[config.mk]
export PLATFORM = sky130hd
export DESIGN_NAME = ism_core
export DESIGN_NICKNAME = d
export VERILOG_FILES = /design/src/core/ism_busmon.v /design/src/core/ism_core.v
export VERILOG_INCLUDE_DIRS = /design/src /design/src/core
export SDC_FILE = /design/constraint.sdc
export NUM_CORES = 1
export LEC_CHECK = 0
export BUFFER_PORTS_ARGS = -buffer_cell sky130_fd_sc_hd__buf_2
export CORE_MARGIN = 10
export CORE_UTILIZATION = 54
export CTS_CLUSTER_SIZE = 20
export DETAILED_ROUTE_END_ITERATION = 7
export GPL_TIMING_DRIVEN = 1
export PLACE_DENSITY = 0.88
export RECOVER_POWER = 25
export SLEW_MARGIN = 20
export SYNTH_ARGS = -nofsm -noshare
export SYNTH_HDL_FRONTEND = slang
export SYNTH_HIERARCHICAL = 1
export SYNTH_SLANG_ARGS = --single-unit
[constraint.sdc]
create_clock -name clk_sys -period 2.35 [get_ports clk_sys]
set_input_delay 0.235 -clock clk_sys [delete_from_list [all_inputs] [get_ports clk_sys]]
set_output_delay 0.235 -clock clk_sys [all_outputs]
set_load 0.02 [all_outputs]
[src/core/ism_regs.vh]
// Purpose: Register map, field positions, reset values and timing counts
//          of the two-wire bus status, mask and enable block.
// Assumes: 16-bit register port, 3-bit word address.
// Notes:   Definitions only.
`ifndef ISM_REGS_VH
`define ISM_REGS_VH

// ----
// Register addresses
// ----
`define ISM_A_CTRL 3'h0
`define ISM_A_STAT 3'h1
`define ISM_A_MASK 3'h2
`define ISM_A_OWN 3'h3
`define ISM_A_TRN 3'h4
`define ISM_A_RCV 3'h5

// ----
// Control register fields
// ----
`define ISM_C_EN 15
`define ISM_C_A10 10
`define ISM_C_PEN 2
`define ISM_C_SEN 0
`define ISM_C_WMASK 16'h8405
`define ISM_C_LOWMASK 16'h001f

// ----
// Status register fields
// ----
`define ISM_S_WCOL 7
`define ISM_S_ROV 6
`define ISM_S_DA 5
`define ISM_S_STOP 4
`define ISM_S_START 3
`define ISM_S_RW 2
`define ISM_S_RBF 1
`define ISM_S_TBF 0

// ----
// Reset values
// ----
`define ISM_RST_CTRL 16'h0000
`define ISM_RST_MASK 10'h000
`define ISM_RST_OWN 10'h000
`define ISM_RST_BYTE 8'h00

// ----
// Timing
// ----
`define ISM_CLK_MHZ 50
`define ISM_T_HALF_NS 5000
`define ISM_HALF_CYC ((`ISM_T_HALF_NS * `ISM_CLK_MHZ) / 1000)

`endif

[src/core/ism_busmon.v]
// Purpose: Synchronise the bus pins and detect Start, Stop and clock edges.
// Assumes: Pins are asynchronous to clk_sys; bus clock is slow against it.
// Notes:   Event outputs are one-cycle pulses.
`timescale 1ns/1ns

module ism_busmon (
    input wire clk_sys,       // System clock
    input wire sys_rst,       // Synchronous reset, active high
    input wire scl_in,        // Serial clock pin level
    input wire sda_in,        // Serial data pin level
    output reg scl_s_ff,      // Synchronised clock level
    output reg sda_s_ff,      // Synchronised data level
    output reg start_ff,      // Start or repeated Start seen
    output reg stop_ff,       // Stop seen
    output reg rise_ff,       // Clock rising edge
    output reg fall_ff        // Clock falling edge
);

    reg scl_m_ff;
    reg sda_m_ff;
    reg scl_p_ff;
    reg sda_p_ff;

    // ------------------------------------------------------------
    // Two-stage sync, then edge compare on the settled stages
    // ------------------------------------------------------------
    always @(posedge clk_sys) begin
        if (sys_rst) begin
            scl_m_ff <= 1'b1;
            sda_m_ff <= 1'b1;
            scl_s_ff <= 1'b1;
            sda_s_ff <= 1'b1;
            scl_p_ff <= 1'b1;
            sda_p_ff <= 1'b1;
            start_ff <= 1'b0;
            stop_ff <= 1'b0;
            rise_ff <= 1'b0;
            fall_ff <= 1'b0;
        end else begin
            scl_m_ff <= scl_in;
            sda_m_ff <= sda_in;
            scl_s_ff <= scl_m_ff;
            sda_s_ff <= sda_m_ff;
            scl_p_ff <= scl_s_ff;
            sda_p_ff <= sda_s_ff;
            start_ff <= scl_s_ff & scl_p_ff & sda_p_ff & ~sda_s_ff;
            stop_ff <= scl_s_ff & scl_p_ff & ~sda_p_ff & sda_s_ff;
            rise_ff <= scl_s_ff & ~scl_p_ff;
            fall_ff <= ~scl_s_ff & scl_p_ff;
        end
    end

endmodule

[src/core/ism_core.v]
// Purpose: Status flags, slave address masking and module enable of a
//          two-wire serial bus controller with master and slave engines.
// Assumes: Open-drain pins; bus clock far slower than clk_sys.
// Notes:   Registers on a plain port, read data one cycle after the strobe.
//
// Overview of operation
// RL1: Transmit buffer write while busy is dropped and sets write collision flag.
// RL2: Receive buffer still full when a new byte lands sets overflow flag.
// RL3: Data/address flag clears on address match, sets on data rx or tx done.
// RL4: Start sets start flag, clears stop flag; Stop does the reverse.
// RL5: Direction flag takes the read/write bit of the slave address byte.
// RL6: Receive-full sets when buffer loaded, clears when software reads it.
// RL7: Transmit-full sets on buffer write, clears when that byte is sent.
// RL8: Ten-bit addressing: mask bit one ignores that address bit.
// RL9: Seven-bit addressing: mask bit x governs incoming address bit x+1.
// RL10: Mask has ten read/write bits reset to zero; upper six read zero.
// RL11: Control top bit enables the whole module.
// RL12: When enabled, master and slave engines run at the same time.
// RL13: On enabling, both pins are released leaving the bus idle.
// RL14: Master waits for start enable and a transmit buffer load.
// RL15: Slave watches the bus always, answering Start plus matching address; the code holds the slave idle while the module is disabled.
// RL16: Start enable bit clears itself when the generated Start completes.
// RL17: Software writes zero to clear collision and overflow; set wins.
`timescale 1ns/1ns
`include "ism_regs.vh"

module ism_core #(
    parameter HALF_CYC = `ISM_HALF_CYC // Bus clock half period in cycles
) (
    input wire clk_sys,            // System clock
    input wire sys_rst,            // Synchronous reset, active high
    input wire [2:0] reg_addr,     // Register word address
    input wire [15:0] reg_wdata,   // Write data
    input wire reg_wr,             // Write strobe
    input wire reg_rd,             // Read strobe
    output reg [15:0] reg_rdata_ff, // Read data, cycle after strobe
    input wire scl_in,             // Serial clock pin level
    input wire sda_in,             // Serial data pin level
    output reg scl_out_ff,         // Serial clock drive value
    output reg scl_oe_ff,          // Serial clock pulled low when high
    output reg sda_out_ff,         // Serial data drive value
    output reg sda_oe_ff           // Serial data pulled low when high
);

    localparam M_IDLE = 3'd0;
    localparam M_ST1 = 3'd1;
    localparam M_ST2 = 3'd2;
    localparam M_HOLD = 3'd3;
    localparam M_TXL = 3'd4;
    localparam M_TXH = 3'd5;
    localparam M_SP1 = 3'd6;
    localparam M_SP2 = 3'd7;

    localparam S_IDLE = 2'd0;
    localparam S_ADDR = 2'd1;
    localparam S_RX = 2'd2;
    localparam S_TX = 2'd3;

    localparam [15:0] HALF = HALF_CYC;

    // Masked compare; a set mask bit drops that position from the test
    function match;
        input [9:0] got;
        input [9:0] own;
        input [9:0] msk;
        begin
            match = ((got ^ own) & ~msk) == 10'h000;
        end
    endfunction

    reg [15:0] ctrl_ff;
    reg [9:0] mask_ff;
    reg [9:0] own_ff;
    reg [7:0] trn_ff;
    reg [7:0] rcv_ff;
    reg wcol_ff, rov_ff, da_ff, stp_ff, sta_ff, rw_ff, rbf_ff, tbf_ff;
    reg [2:0] m_st_ff;
    reg [15:0] tmr_ff;
    reg [3:0] m_cnt_ff;
    reg [8:0] m_sh_ff;
    reg m_scl_ff, m_sda_ff;
    reg [1:0] s_st_ff;
    reg [3:0] s_cnt_ff;
    reg [7:0] s_sh_ff;
    reg s_ack_ff, s_sda_ff, ten_hi_ff, ten_ok_ff;
    wire scl_s, sda_s, bus_start, bus_stop, scl_rise, scl_fall;

    wire en = ctrl_ff[`ISM_C_EN];
    wire tmr_done = tmr_ff == 16'h0000;
    wire m_busy = (m_st_ff != M_IDLE) && (m_st_ff != M_HOLD);
    wire wr_trn = reg_wr && reg_addr == `ISM_A_TRN;
    wire trn_busy = m_busy || tbf_ff || ctrl_ff[`ISM_C_SEN];
    wire [15:0] stat = {8'h00, wcol_ff, rov_ff, da_ff, stp_ff, sta_ff, rw_ff, rbf_ff, tbf_ff};
    wire hit7 = match({3'b000, s_sh_ff[7:1]}, {3'b000, own_ff[6:0]}, {3'b000, mask_ff[6:0]});
    wire hit10h = s_sh_ff[7:3] == 5'b11110 &&
                  match({8'h00, s_sh_ff[2:1]}, {8'h00, own_ff[9:8]}, {8'h00, mask_ff[9:8]});
    wire hit10l = match({2'b00, s_sh_ff}, {2'b00, own_ff[7:0]}, {2'b00, mask_ff[7:0]});

    ism_busmon u_mon (
        .clk_sys(clk_sys),
        .sys_rst(sys_rst),
        .scl_in(scl_in),
        .sda_in(sda_in),
        .scl_s_ff(scl_s),
        .sda_s_ff(sda_s),
        .start_ff(bus_start),
        .stop_ff(bus_stop),
        .rise_ff(scl_rise),
        .fall_ff(scl_fall)
    );

    // ------------------------------------------------------------
    // Register port, flags and both engines
    // ------------------------------------------------------------
    always @(posedge clk_sys) begin
        if (sys_rst) begin
            ctrl_ff <= `ISM_RST_CTRL;
            mask_ff <= `ISM_RST_MASK;
            own_ff <= `ISM_RST_OWN;
            trn_ff <= `ISM_RST_BYTE;
            rcv_ff <= `ISM_RST_BYTE;
            {wcol_ff, rov_ff, da_ff, stp_ff, sta_ff, rw_ff, rbf_ff, tbf_ff} <= 8'h00;
            reg_rdata_ff <= 16'h0000;
            m_st_ff <= M_IDLE;
            tmr_ff <= 16'h0000;
            m_cnt_ff <= 4'h0;
            m_sh_ff <= 9'h1ff;
            m_scl_ff <= 1'b0;
            m_sda_ff <= 1'b0;
            s_st_ff <= S_IDLE;
            s_cnt_ff <= 4'h0;
            s_sh_ff <= 8'h00;
            s_ack_ff <= 1'b0;
            s_sda_ff <= 1'b0;
            ten_hi_ff <= 1'b0;
            ten_ok_ff <= 1'b0;
        end else begin
            // Register reads
            reg_rdata_ff <= 16'h0000;
            if (reg_rd) begin
                case (reg_addr)
                    `ISM_A_CTRL: reg_rdata_ff <= ctrl_ff;
                    `ISM_A_STAT: reg_rdata_ff <= stat;
                    `ISM_A_MASK: reg_rdata_ff <= {6'h00, mask_ff}; // see RL10
                    `ISM_A_OWN: reg_rdata_ff <= {6'h00, own_ff};
                    `ISM_A_TRN: reg_rdata_ff <= {8'h00, trn_ff};
                    `ISM_A_RCV: reg_rdata_ff <= {8'h00, rcv_ff};
                    default: reg_rdata_ff <= 16'h0000;
                endcase
                if (reg_addr == `ISM_A_RCV)
                    rbf_ff <= 1'b0; // see RL6
            end

            // Register writes; hardware sets further down override clears
            if (reg_wr) begin
                case (reg_addr)
                    `ISM_A_CTRL: begin
                        // Low control bits locked while a Start is running
                        if (m_st_ff == M_ST1 || m_st_ff == M_ST2)
                            ctrl_ff <= (ctrl_ff & `ISM_C_LOWMASK) | (reg_wdata & `ISM_C_WMASK & ~`ISM_C_LOWMASK);
                        else
                            ctrl_ff <= reg_wdata & `ISM_C_WMASK; // see RL11
                    end
                    `ISM_A_STAT: begin
                        if (!reg_wdata[`ISM_S_WCOL])
                            wcol_ff <= 1'b0; // see RL17
                        if (!reg_wdata[`ISM_S_ROV])
                            rov_ff <= 1'b0; // see RL17
                    end
                    `ISM_A_MASK: mask_ff <= reg_wdata[9:0]; // see RL10
                    `ISM_A_OWN: own_ff <= reg_wdata[9:0];
                    default: begin
                    end
                endcase
            end
            if (wr_trn) begin
                if (trn_busy) begin
                    wcol_ff <= 1'b1; // see RL1
                end else begin
                    trn_ff <= reg_wdata[7:0];
                    tbf_ff <= 1'b1; // see RL7
                end
            end

            // Master engine; runs beside the slave engine (see RL12)
            if (tmr_ff != 16'h0000)
                tmr_ff <= tmr_ff - 16'h0001;
            case (m_st_ff)
                M_IDLE: begin
                    m_scl_ff <= 1'b0;
                    m_sda_ff <= 1'b0;
                    if (en && ctrl_ff[`ISM_C_SEN]) begin // see RL14
                        m_sda_ff <= 1'b1;
                        tmr_ff <= HALF;
                        m_st_ff <= M_ST1;
                    end
                end
                M_ST1: if (tmr_done) begin
                    m_scl_ff <= 1'b1;
                    tmr_ff <= HALF;
                    m_st_ff <= M_ST2;
                end
                M_ST2: if (tmr_done) begin
                    ctrl_ff[`ISM_C_SEN] <= 1'b0; // see RL16
                    m_st_ff <= M_HOLD;
                end
                M_HOLD: begin
                    if (tbf_ff) begin // see RL14
                        m_sh_ff <= {trn_ff[6:0], 2'b11};
                        m_sda_ff <= ~trn_ff[7];
                        m_cnt_ff <= 4'h0;
                        tmr_ff <= HALF;
                        m_st_ff <= M_TXL;
                    end else if (ctrl_ff[`ISM_C_PEN]) begin
                        m_sda_ff <= 1'b1;
                        tmr_ff <= HALF;
                        m_st_ff <= M_SP1;
                    end
                end
                M_TXL: if (tmr_done) begin
                    m_scl_ff <= 1'b0;
                    tmr_ff <= HALF;
                    m_st_ff <= M_TXH;
                end
                M_TXH: if (tmr_done) begin
                    m_scl_ff <= 1'b1;
                    tmr_ff <= HALF;
                    if (m_cnt_ff == 4'h8) begin
                        m_sda_ff <= 1'b0;
                        tbf_ff <= 1'b0; // see RL7
                        m_st_ff <= M_HOLD;
                    end else begin
                        m_sda_ff <= ~m_sh_ff[8];
                        m_sh_ff <= {m_sh_ff[7:0], 1'b1};
                        m_cnt_ff <= m_cnt_ff + 4'h1;
                        m_st_ff <= M_TXL;
                    end
                end
                M_SP1: if (tmr_done) begin
                    m_scl_ff <= 1'b0;
                    tmr_ff <= HALF;
                    m_st_ff <= M_SP2;
                end
                M_SP2: if (tmr_done) begin
                    m_sda_ff <= 1'b0;
                    ctrl_ff[`ISM_C_PEN] <= 1'b0;
                    m_st_ff <= M_IDLE;
                end
                default: m_st_ff <= M_IDLE;
            endcase

            // Bus condition flags
            if (bus_start) begin
                sta_ff <= 1'b1; // see RL4
                stp_ff <= 1'b0;
            end
            if (bus_stop) begin
                stp_ff <= 1'b1; // see RL4
                sta_ff <= 1'b0;
            end

            // Slave engine; watches the bus even with the master active
            if (bus_start) begin // see RL15
                s_st_ff <= S_ADDR;
                s_cnt_ff <= 4'h0;
                s_ack_ff <= 1'b0;
                s_sda_ff <= 1'b0;
                ten_hi_ff <= 1'b0;
            end else if (bus_stop) begin
                s_st_ff <= S_IDLE;
                s_sda_ff <= 1'b0;
                ten_ok_ff <= 1'b0;
            end else if (s_st_ff != S_IDLE) begin
                if (scl_rise && s_cnt_ff != 4'h8) begin
                    s_sh_ff <= {s_sh_ff[6:0], sda_s};
                    s_cnt_ff <= s_cnt_ff + 4'h1;
                end
                if (scl_rise && s_ack_ff && s_st_ff == S_TX && sda_s)
                    s_st_ff <= S_IDLE; // Master NACK ends slave send
                if (scl_fall && s_cnt_ff == 4'h8 && s_ack_ff) begin
                    s_ack_ff <= 1'b0;
                    s_cnt_ff <= 4'h0;
                    s_sda_ff <= 1'b0;
                    if (s_st_ff == S_TX || (s_st_ff == S_ADDR && rw_ff && !ten_hi_ff)) begin
                        s_st_ff <= S_TX;
                        s_sh_ff <= {trn_ff[6:0], 1'b1};
                        s_sda_ff <= ~trn_ff[7];
                    end else if (s_st_ff == S_ADDR && !ten_hi_ff) begin
                        s_st_ff <= S_RX;
                    end
                end else if (scl_fall && s_st_ff == S_TX && s_cnt_ff != 4'h8) begin
                    s_sda_ff <= ~s_sh_ff[7];
                    s_sh_ff <= {s_sh_ff[6:0], 1'b1};
                end else if (scl_fall && s_cnt_ff == 4'h8) begin
                    s_ack_ff <= 1'b1;
                    case (s_st_ff)
                        S_ADDR: begin
                            if (ctrl_ff[`ISM_C_A10] && ten_hi_ff) begin
                                if (hit10l) begin // see RL8
                                    s_sda_ff <= 1'b1;
                                    ten_hi_ff <= 1'b0;
                                    ten_ok_ff <= 1'b1;
                                    da_ff <= 1'b0; // see RL3
                                end else begin
                                    s_st_ff <= S_IDLE;
                                end
                            end else if (ctrl_ff[`ISM_C_A10] ? (hit10h && (!s_sh_ff[0] || ten_ok_ff)) : hit7) begin
                                s_sda_ff <= 1'b1; // see RL9
                                rw_ff <= s_sh_ff[0]; // see RL5
                                da_ff <= 1'b0; // see RL3
                                ten_hi_ff <= ctrl_ff[`ISM_C_A10] && !s_sh_ff[0];
                            end else begin
                                s_st_ff <= S_IDLE;
                            end
                        end
                        S_RX: begin
                            if (rbf_ff) begin
                                rov_ff <= 1'b1; // see RL2
                            end else begin
                                rcv_ff <= s_sh_ff;
                                rbf_ff <= 1'b1; // see RL6
                                s_sda_ff <= 1'b1;
                            end
                            da_ff <= 1'b1; // see RL3
                        end
                        S_TX: begin
                            s_sda_ff <= 1'b0;
                            tbf_ff <= 1'b0; // see RL7
                            da_ff <= 1'b1; // see RL3
                        end
                        default: s_st_ff <= S_IDLE;
                    endcase
                end
            end

            // Disabled module holds both engines idle
            if (!en) begin
                m_st_ff <= M_IDLE;
                m_scl_ff <= 1'b0;
                m_sda_ff <= 1'b0;
                s_st_ff <= S_IDLE;
                s_sda_ff <= 1'b0;
            end
        end
    end

    // ------------------------------------------------------------
    // Pin drivers: open drain, low only while enabled
    // ------------------------------------------------------------
    always @(posedge clk_sys) begin
        if (sys_rst) begin
            scl_out_ff <= 1'b0;
            sda_out_ff <= 1'b0;
            scl_oe_ff <= 1'b0;
            sda_oe_ff <= 1'b0;
        end else begin
            scl_out_ff <= 1'b0;
            sda_out_ff <= 1'b0;
            scl_oe_ff <= en & m_scl_ff; // see RL13
            sda_oe_ff <= en & (m_sda_ff | s_sda_ff); // see RL13
        end
    end

endmodule

# Word-level counts from Yosys, hierarchy flattened
# Index checks and enable logic that the tools add are counted.
# classes
add_sub_neg	3
n_eq_ne	41
n_mux	127
bitwise	36
n_reduce_logical	76
# ops
operator	count
$mux 16	6
$pmux 16 s6	1
$mux 1	78
$pmux 16 s3	1
$mux 3	12
$mux 8	4
$reduce_and 8->1	4
$logic_not 10->1	3
$mux 9	3
$pmux 3 s8	1
$reduce_bool 2->1	12
$ne 2x2->1 const B	11
$mux 4	5
$eq 3x3->1 const B	6
$logic_and 1x1->1	18
$mux 2	9
$pmux 9 s2	1
$reduce_and 9->1	2
$logic_not 16->1	1
$not 1->1	16
$or 5x16->16	1
$reduce_bool 16->1	1
$sub 16x1->16 const B	1
$reduce_or 2->1	7
41 further kinds	79
# word_totals
reg_bits	140
inputBits	25
out_inout_bits	20

# Depth between registers and ports, before layout
# logic_depth
word_depth	16
mapped_depth	11

# By module
# The synthesis kept the hierarchy.
# by_module_without_submodules
module	n_inst	cells_each	area_each_um2	seq_area_each_um2
ism_core	1	669	5554.1	2262.2
ism_busmon	1	22	300.3	200.2

# Worst setup path before layout
# Ideal clock, no wire load.
# synth_path
kind	register to register
start	reg tmr_ff[0]
end	reg tmr_ff[0]
setup_time_ns	0.128
arrival_ns	2.217
t_required_ns	2.222
path_slack_ns	0.006
stages_incl_launch_ff	12
n_path_buf	0
period_less_slack_ns	2.344
cell_sequence	dfxtp_1 inv_1 ha_1 nor4b_1 nand3b_2 nor2_8 inv_2 ha_1 o2bb2ai_1 a22oi_1 o21a_1 nor2_1
# synth_via
elab_chain_len	5
word_cells_on_any_way	9
# synth_rtl
item	line	rtl
from (decl)	ism_core.v:78	reg [15:0] tmr_ff;
from (signal assigned)	ism_core.v:187	tmr_ff <= tmr_ff - 16'h0001;
$sub 16x1->16 / $reduce_bool 16->1 (equally long branches)	ism_core.v:187, ism_core.v:186	
$mux 16	ism_core.v:186	if (tmr_ff != 16'h0000)
$mux 16	ism_core.v:214	end else if (ctrl_ff[`ISM_C_PEN]) begin
$mux 16	ism_core.v:208	if (tbf_ff) begin
$pmux 16 s3 (*)	ism_core.v:188	case (m_st_ff)
# Every way passes the cells marked *; elsewhere a longest branch is shown, timed or not.
# A chain may end at the register's enable or synchronous reset.

# Worst setup path in the final report
# layout_path
start	reg s_sh_ff[6]
end	reg ten_hi_ff
# layout_via
elab_chain_len	6
word_cells_on_any_way	13
# layout_rtl
item	line	rtl
from (decl)	ism_core.v:84	reg [7:0] s_sh_ff;
from (signal assigned)	ism_core.v:275	s_sh_ff <= {s_sh_ff[6:0], sda_s};
from (signal assigned)	ism_core.v:286	s_sh_ff <= {trn_ff[6:0], 1'b1};
from (signal assigned)	ism_core.v:293	s_sh_ff <= {s_sh_ff[6:0], 1'b1};
$xor 7x7->7 / $eq 5x5->1 (equally long branches)	ism_core.v:67, ism_core.v:95	
$and 7x10->10 / $logic_and 1x1->1 (equally long branches)	ism_core.v:67, ism_core.v:95	
$logic_not 10->1 / $logic_and 1x1->1 (equally long branches)	ism_core.v:67, ism_core.v:307	
$mux 1	ism_core.v:307	end else if (ctrl_ff[`ISM_C_A10] ? (hit10h && (!s_sh_ff[0] || ten_ok_ff)) : hit7) begin
$reduce_bool 2->1 (no line)	--	
$reduce_and 8->1 (no line) (*)	--	
to (signal assigned)	ism_core.v:311	ten_hi_ff <= ctrl_ff[`ISM_C_A10] && !s_sh_ff[0];
to (decl)	ism_core.v:85	reg s_ack_ff, s_sda_ff, ten_hi_ff, ten_ok_ff;
# Marks and branches as above.

==> reports/qor.yml <==
worst_setup_path:
  r2r_slack_ns: 0.07
  crit_type: "flip-flop to flip-flop"
  max_stage_delay_ns: 0.51
  critPathTopFamily: "simple AND/OR/NAND/NOR gates"
  path_max_fanout: 5
  crit_arrival_ns: 2.75
  slowest_stage: "or4_1"
  cp_num_buf_inv: 0
  startpoint_type: "flip-flop"
  crit_required_ns: 2.82
  end_kind: "flip-flop"
  crit_path_cell_trace: "xnor2_2 > o22ai_1 > or3_1 > o311a_1 > or4_1 > a21oi_1"
drt:
  wirelength_um: 15900
  drtPass1Iterations: 6
  wl_per_cell_um: 17.5
  drc_errors: 0
  vias_per_cell: 6.04
  ant_nets: 0
  vias: 5473
  first_iter_violations: 616
grt:
  grt_overflow_total: 0
  grt_pass1_wl_um: 25700
  use_met1: 0.238
  antenna_found_initial: 0
  grt_start_max_net_pins: 67
  grtUsageTotal: 0.209
  use_met3: 0.0661
  grt_pass1_vias: 5359
  globalRoute.busiestLayer: "met2"
  met2_usage: 0.335
power:
  total_leakage_power_nw: 2.59
  peakVddDrop_uv: 674
  power_density_nw_per_um2: 839
  finalPower_mw: 5.85
synth:
  async_flop_share: 0
  syn-cell-area_sq_um: 5850
  seq_area_frac_synth: 0.421
  syn_inst: 691
  synthFlopType: "dfxtp_1"
  synth_edf_count: 0
  yosysUniqueCellTypes: 71
  synth_area_per_cell_sq_um: 8.47
  ys_ff_latch: 123
  ys_warn_count: 6
run:
  maxCapViolations: 0
layout:
  diodes: 0
  final_cell_mix: "dfxtp_1, nand2_1, nor2_1"
  final_common_cell: "dfxtp_1"
  final_layout_size_suffix_gt1_frac: 0.156
  area_growth_pct: 19.1
  nets: 790
placement:
  place_hpwl_um: 10900
  portBuffers: 34
  place.gp.congestion: 0.978
floorplanning:
  coreArea_sq_um: 10500
  die_height_um: 124
  dieWidth_um: 124
  start_util: 0.560
  pin_count: 45
  num_rows: 37
  die_area_sq_um: 15400
sta:
  fin_skew_ns: 0.00971
  rsz0062_at_grt: "no"
  finalSetupViolCount: 0
  relSlewSlack: 0.531
  period_share: 0.970
  period_needed_ns: 2.28
  drv_slew: 0
  clock.fmax_mhz: 439
  finalHoldWorstSlack_ns: 0.0563
  setup_tns_ns: 0
  hold_violations: 0
  tightestPinTransition_ns: 0.703
clock_tree:
  clockBufferDepth: 2
  cts_tree: "done"
  htreeDepth: 4
  cts.clk_slew.worst_paths_ns: 0.06
  clk_latency_ns: 0.54
  cts_root_buffer: "clkbuf_8"
  cts_inserted_buffers: 17
  clkSinkCount: 123
hold_path:
  min-delay-path-class: "input port to flip-flop"
status:
  outcome: "finished, final reports clean"
==> synth_stat cells (7+ instances only) <==
library cell,instances,area share
dfxtp_1,123,0.42
nand2_1,89,0.057
nor2_1,86,0.055
a21oi_1,61,0.052
mux2i_1,33,0.056
clkbuf_1,24,0.015
xnor2_1,21,0.031
inv_1,19,0.012
nor3_1,18,0.015
o21ai_0,18,0.015
a22oi_1,15,0.019
nand3_1,10,0.0085
xor2_1,10,0.015
nand2b_1,9,0.0096
nor4_1,8,0.0085
o2bb2ai_1,8,0.012
a31oi_1,7,0.0075
nor2b_1,7,0.0075
o22ai_1,7,0.0075
==> through the flow <==
step | cells | cell area (sq um) | worst slack (ns) | utilization
after detailed placement | 859 | 6250 | -0.00101 | 0.598
after CTS | 903 | 6960 | 0.0881 | 0.666
after global placement | 859 | 6250 | 0.0500 | 0.598
final | 906 | 6970 | 0.0710 | 0.666
after global routing | 906 | 6970 | 0.00431 | 0.666
after floorplan | 696 | 5870 | 0.00558 | -
==> cell families after synthesis <==
group,count (synthesis),share of synthesized area
AOI/OAI and AO/OA,151,0.168
xor gates and xnor gates,33,0.0519
adders and majority gates,6,0.0128
buffers and inverters,59,0.0483
DFF,123,0.421
muxes,35,0.0622
other,1,0.000641
and+or+nand+nor,283,0.236
==> repair_timing <==
action                                  in CTS  in global routing
pin swaps                                    0                  2
gates resized for setup                      1                  2
endpoints found under the setup margin       2                 14
setup buffers                                0                  3
hold buffers                                14                  0
endpoints found under the hold margin       29                  0
==> per-layer routing <==
| metal | share of wire | routed length [um] |
|---|---|---|
| met1 | 0.38 | 6060 |
| met2 | 0.48 | 7640 |
| met3 | 0.094 | 1490 |
| met4 | 0.043 | 690 |
| met5 | 0 | 0 |
==> cell type report <==
cell class              count  area [sq um]
clock inverters             7          90.1
fillers                   807          3490
repair buffers             83           563
flip-flops and latches    123          2460
inverters                  20          75.1
multi-input cells         514          3130
well taps                 136           170
clock buffers              23           477
==> flip-flops by register name, summed over array words and instances (netlist names), 2 cells and up <==
signal,flops
ctrl_ff,5
m_cnt_ff,4
m_sh_ff,7
m_st_ff,3
mask_ff,10
own_ff,10
rcv_ff,8
reg_rdata_ff,12
s_cnt_ff,4
s_sh_ff,8
s_st_ff,2
tmr_ff,16
trn_ff,8
==> where the power goes <==
group          switching, mW  internal, mW  total, mW
Sequential             0.114          2.20       2.31
Clock                  0.908          1.60       2.51
Combinational          0.576         0.451       1.03
==> worst paths after layout <==
| path | start | endpoint | cells past startpoint |
|---|---|---|---|
| setup reg to reg | s_sh_ff[6]$_SDFFE_PP0P_ | ten_hi_ff$_SDFFE_PP0P_ | 6 |
| hold reg to reg | u_mon/sda_m_ff$_SDFF_PP1_ | u_mon/sda_s_ff$_SDFF_PP1_ | 1 |
| setup / recovery | s_sh_ff[6]$_SDFFE_PP0P_ | ten_hi_ff$_SDFFE_PP0P_ | 6 |
| hold / removal | reg_rd | rbf_ff$_SDFF_PP0_ | 4 |
==> tightest hold or removal path: stages <==
cell and delay [ns]:
buf_2 0.12, nand3_1 0.07, a21oi_1 0.06, nor2_1 0.07
Note: power is estimated with default switching activity, not from simulation.
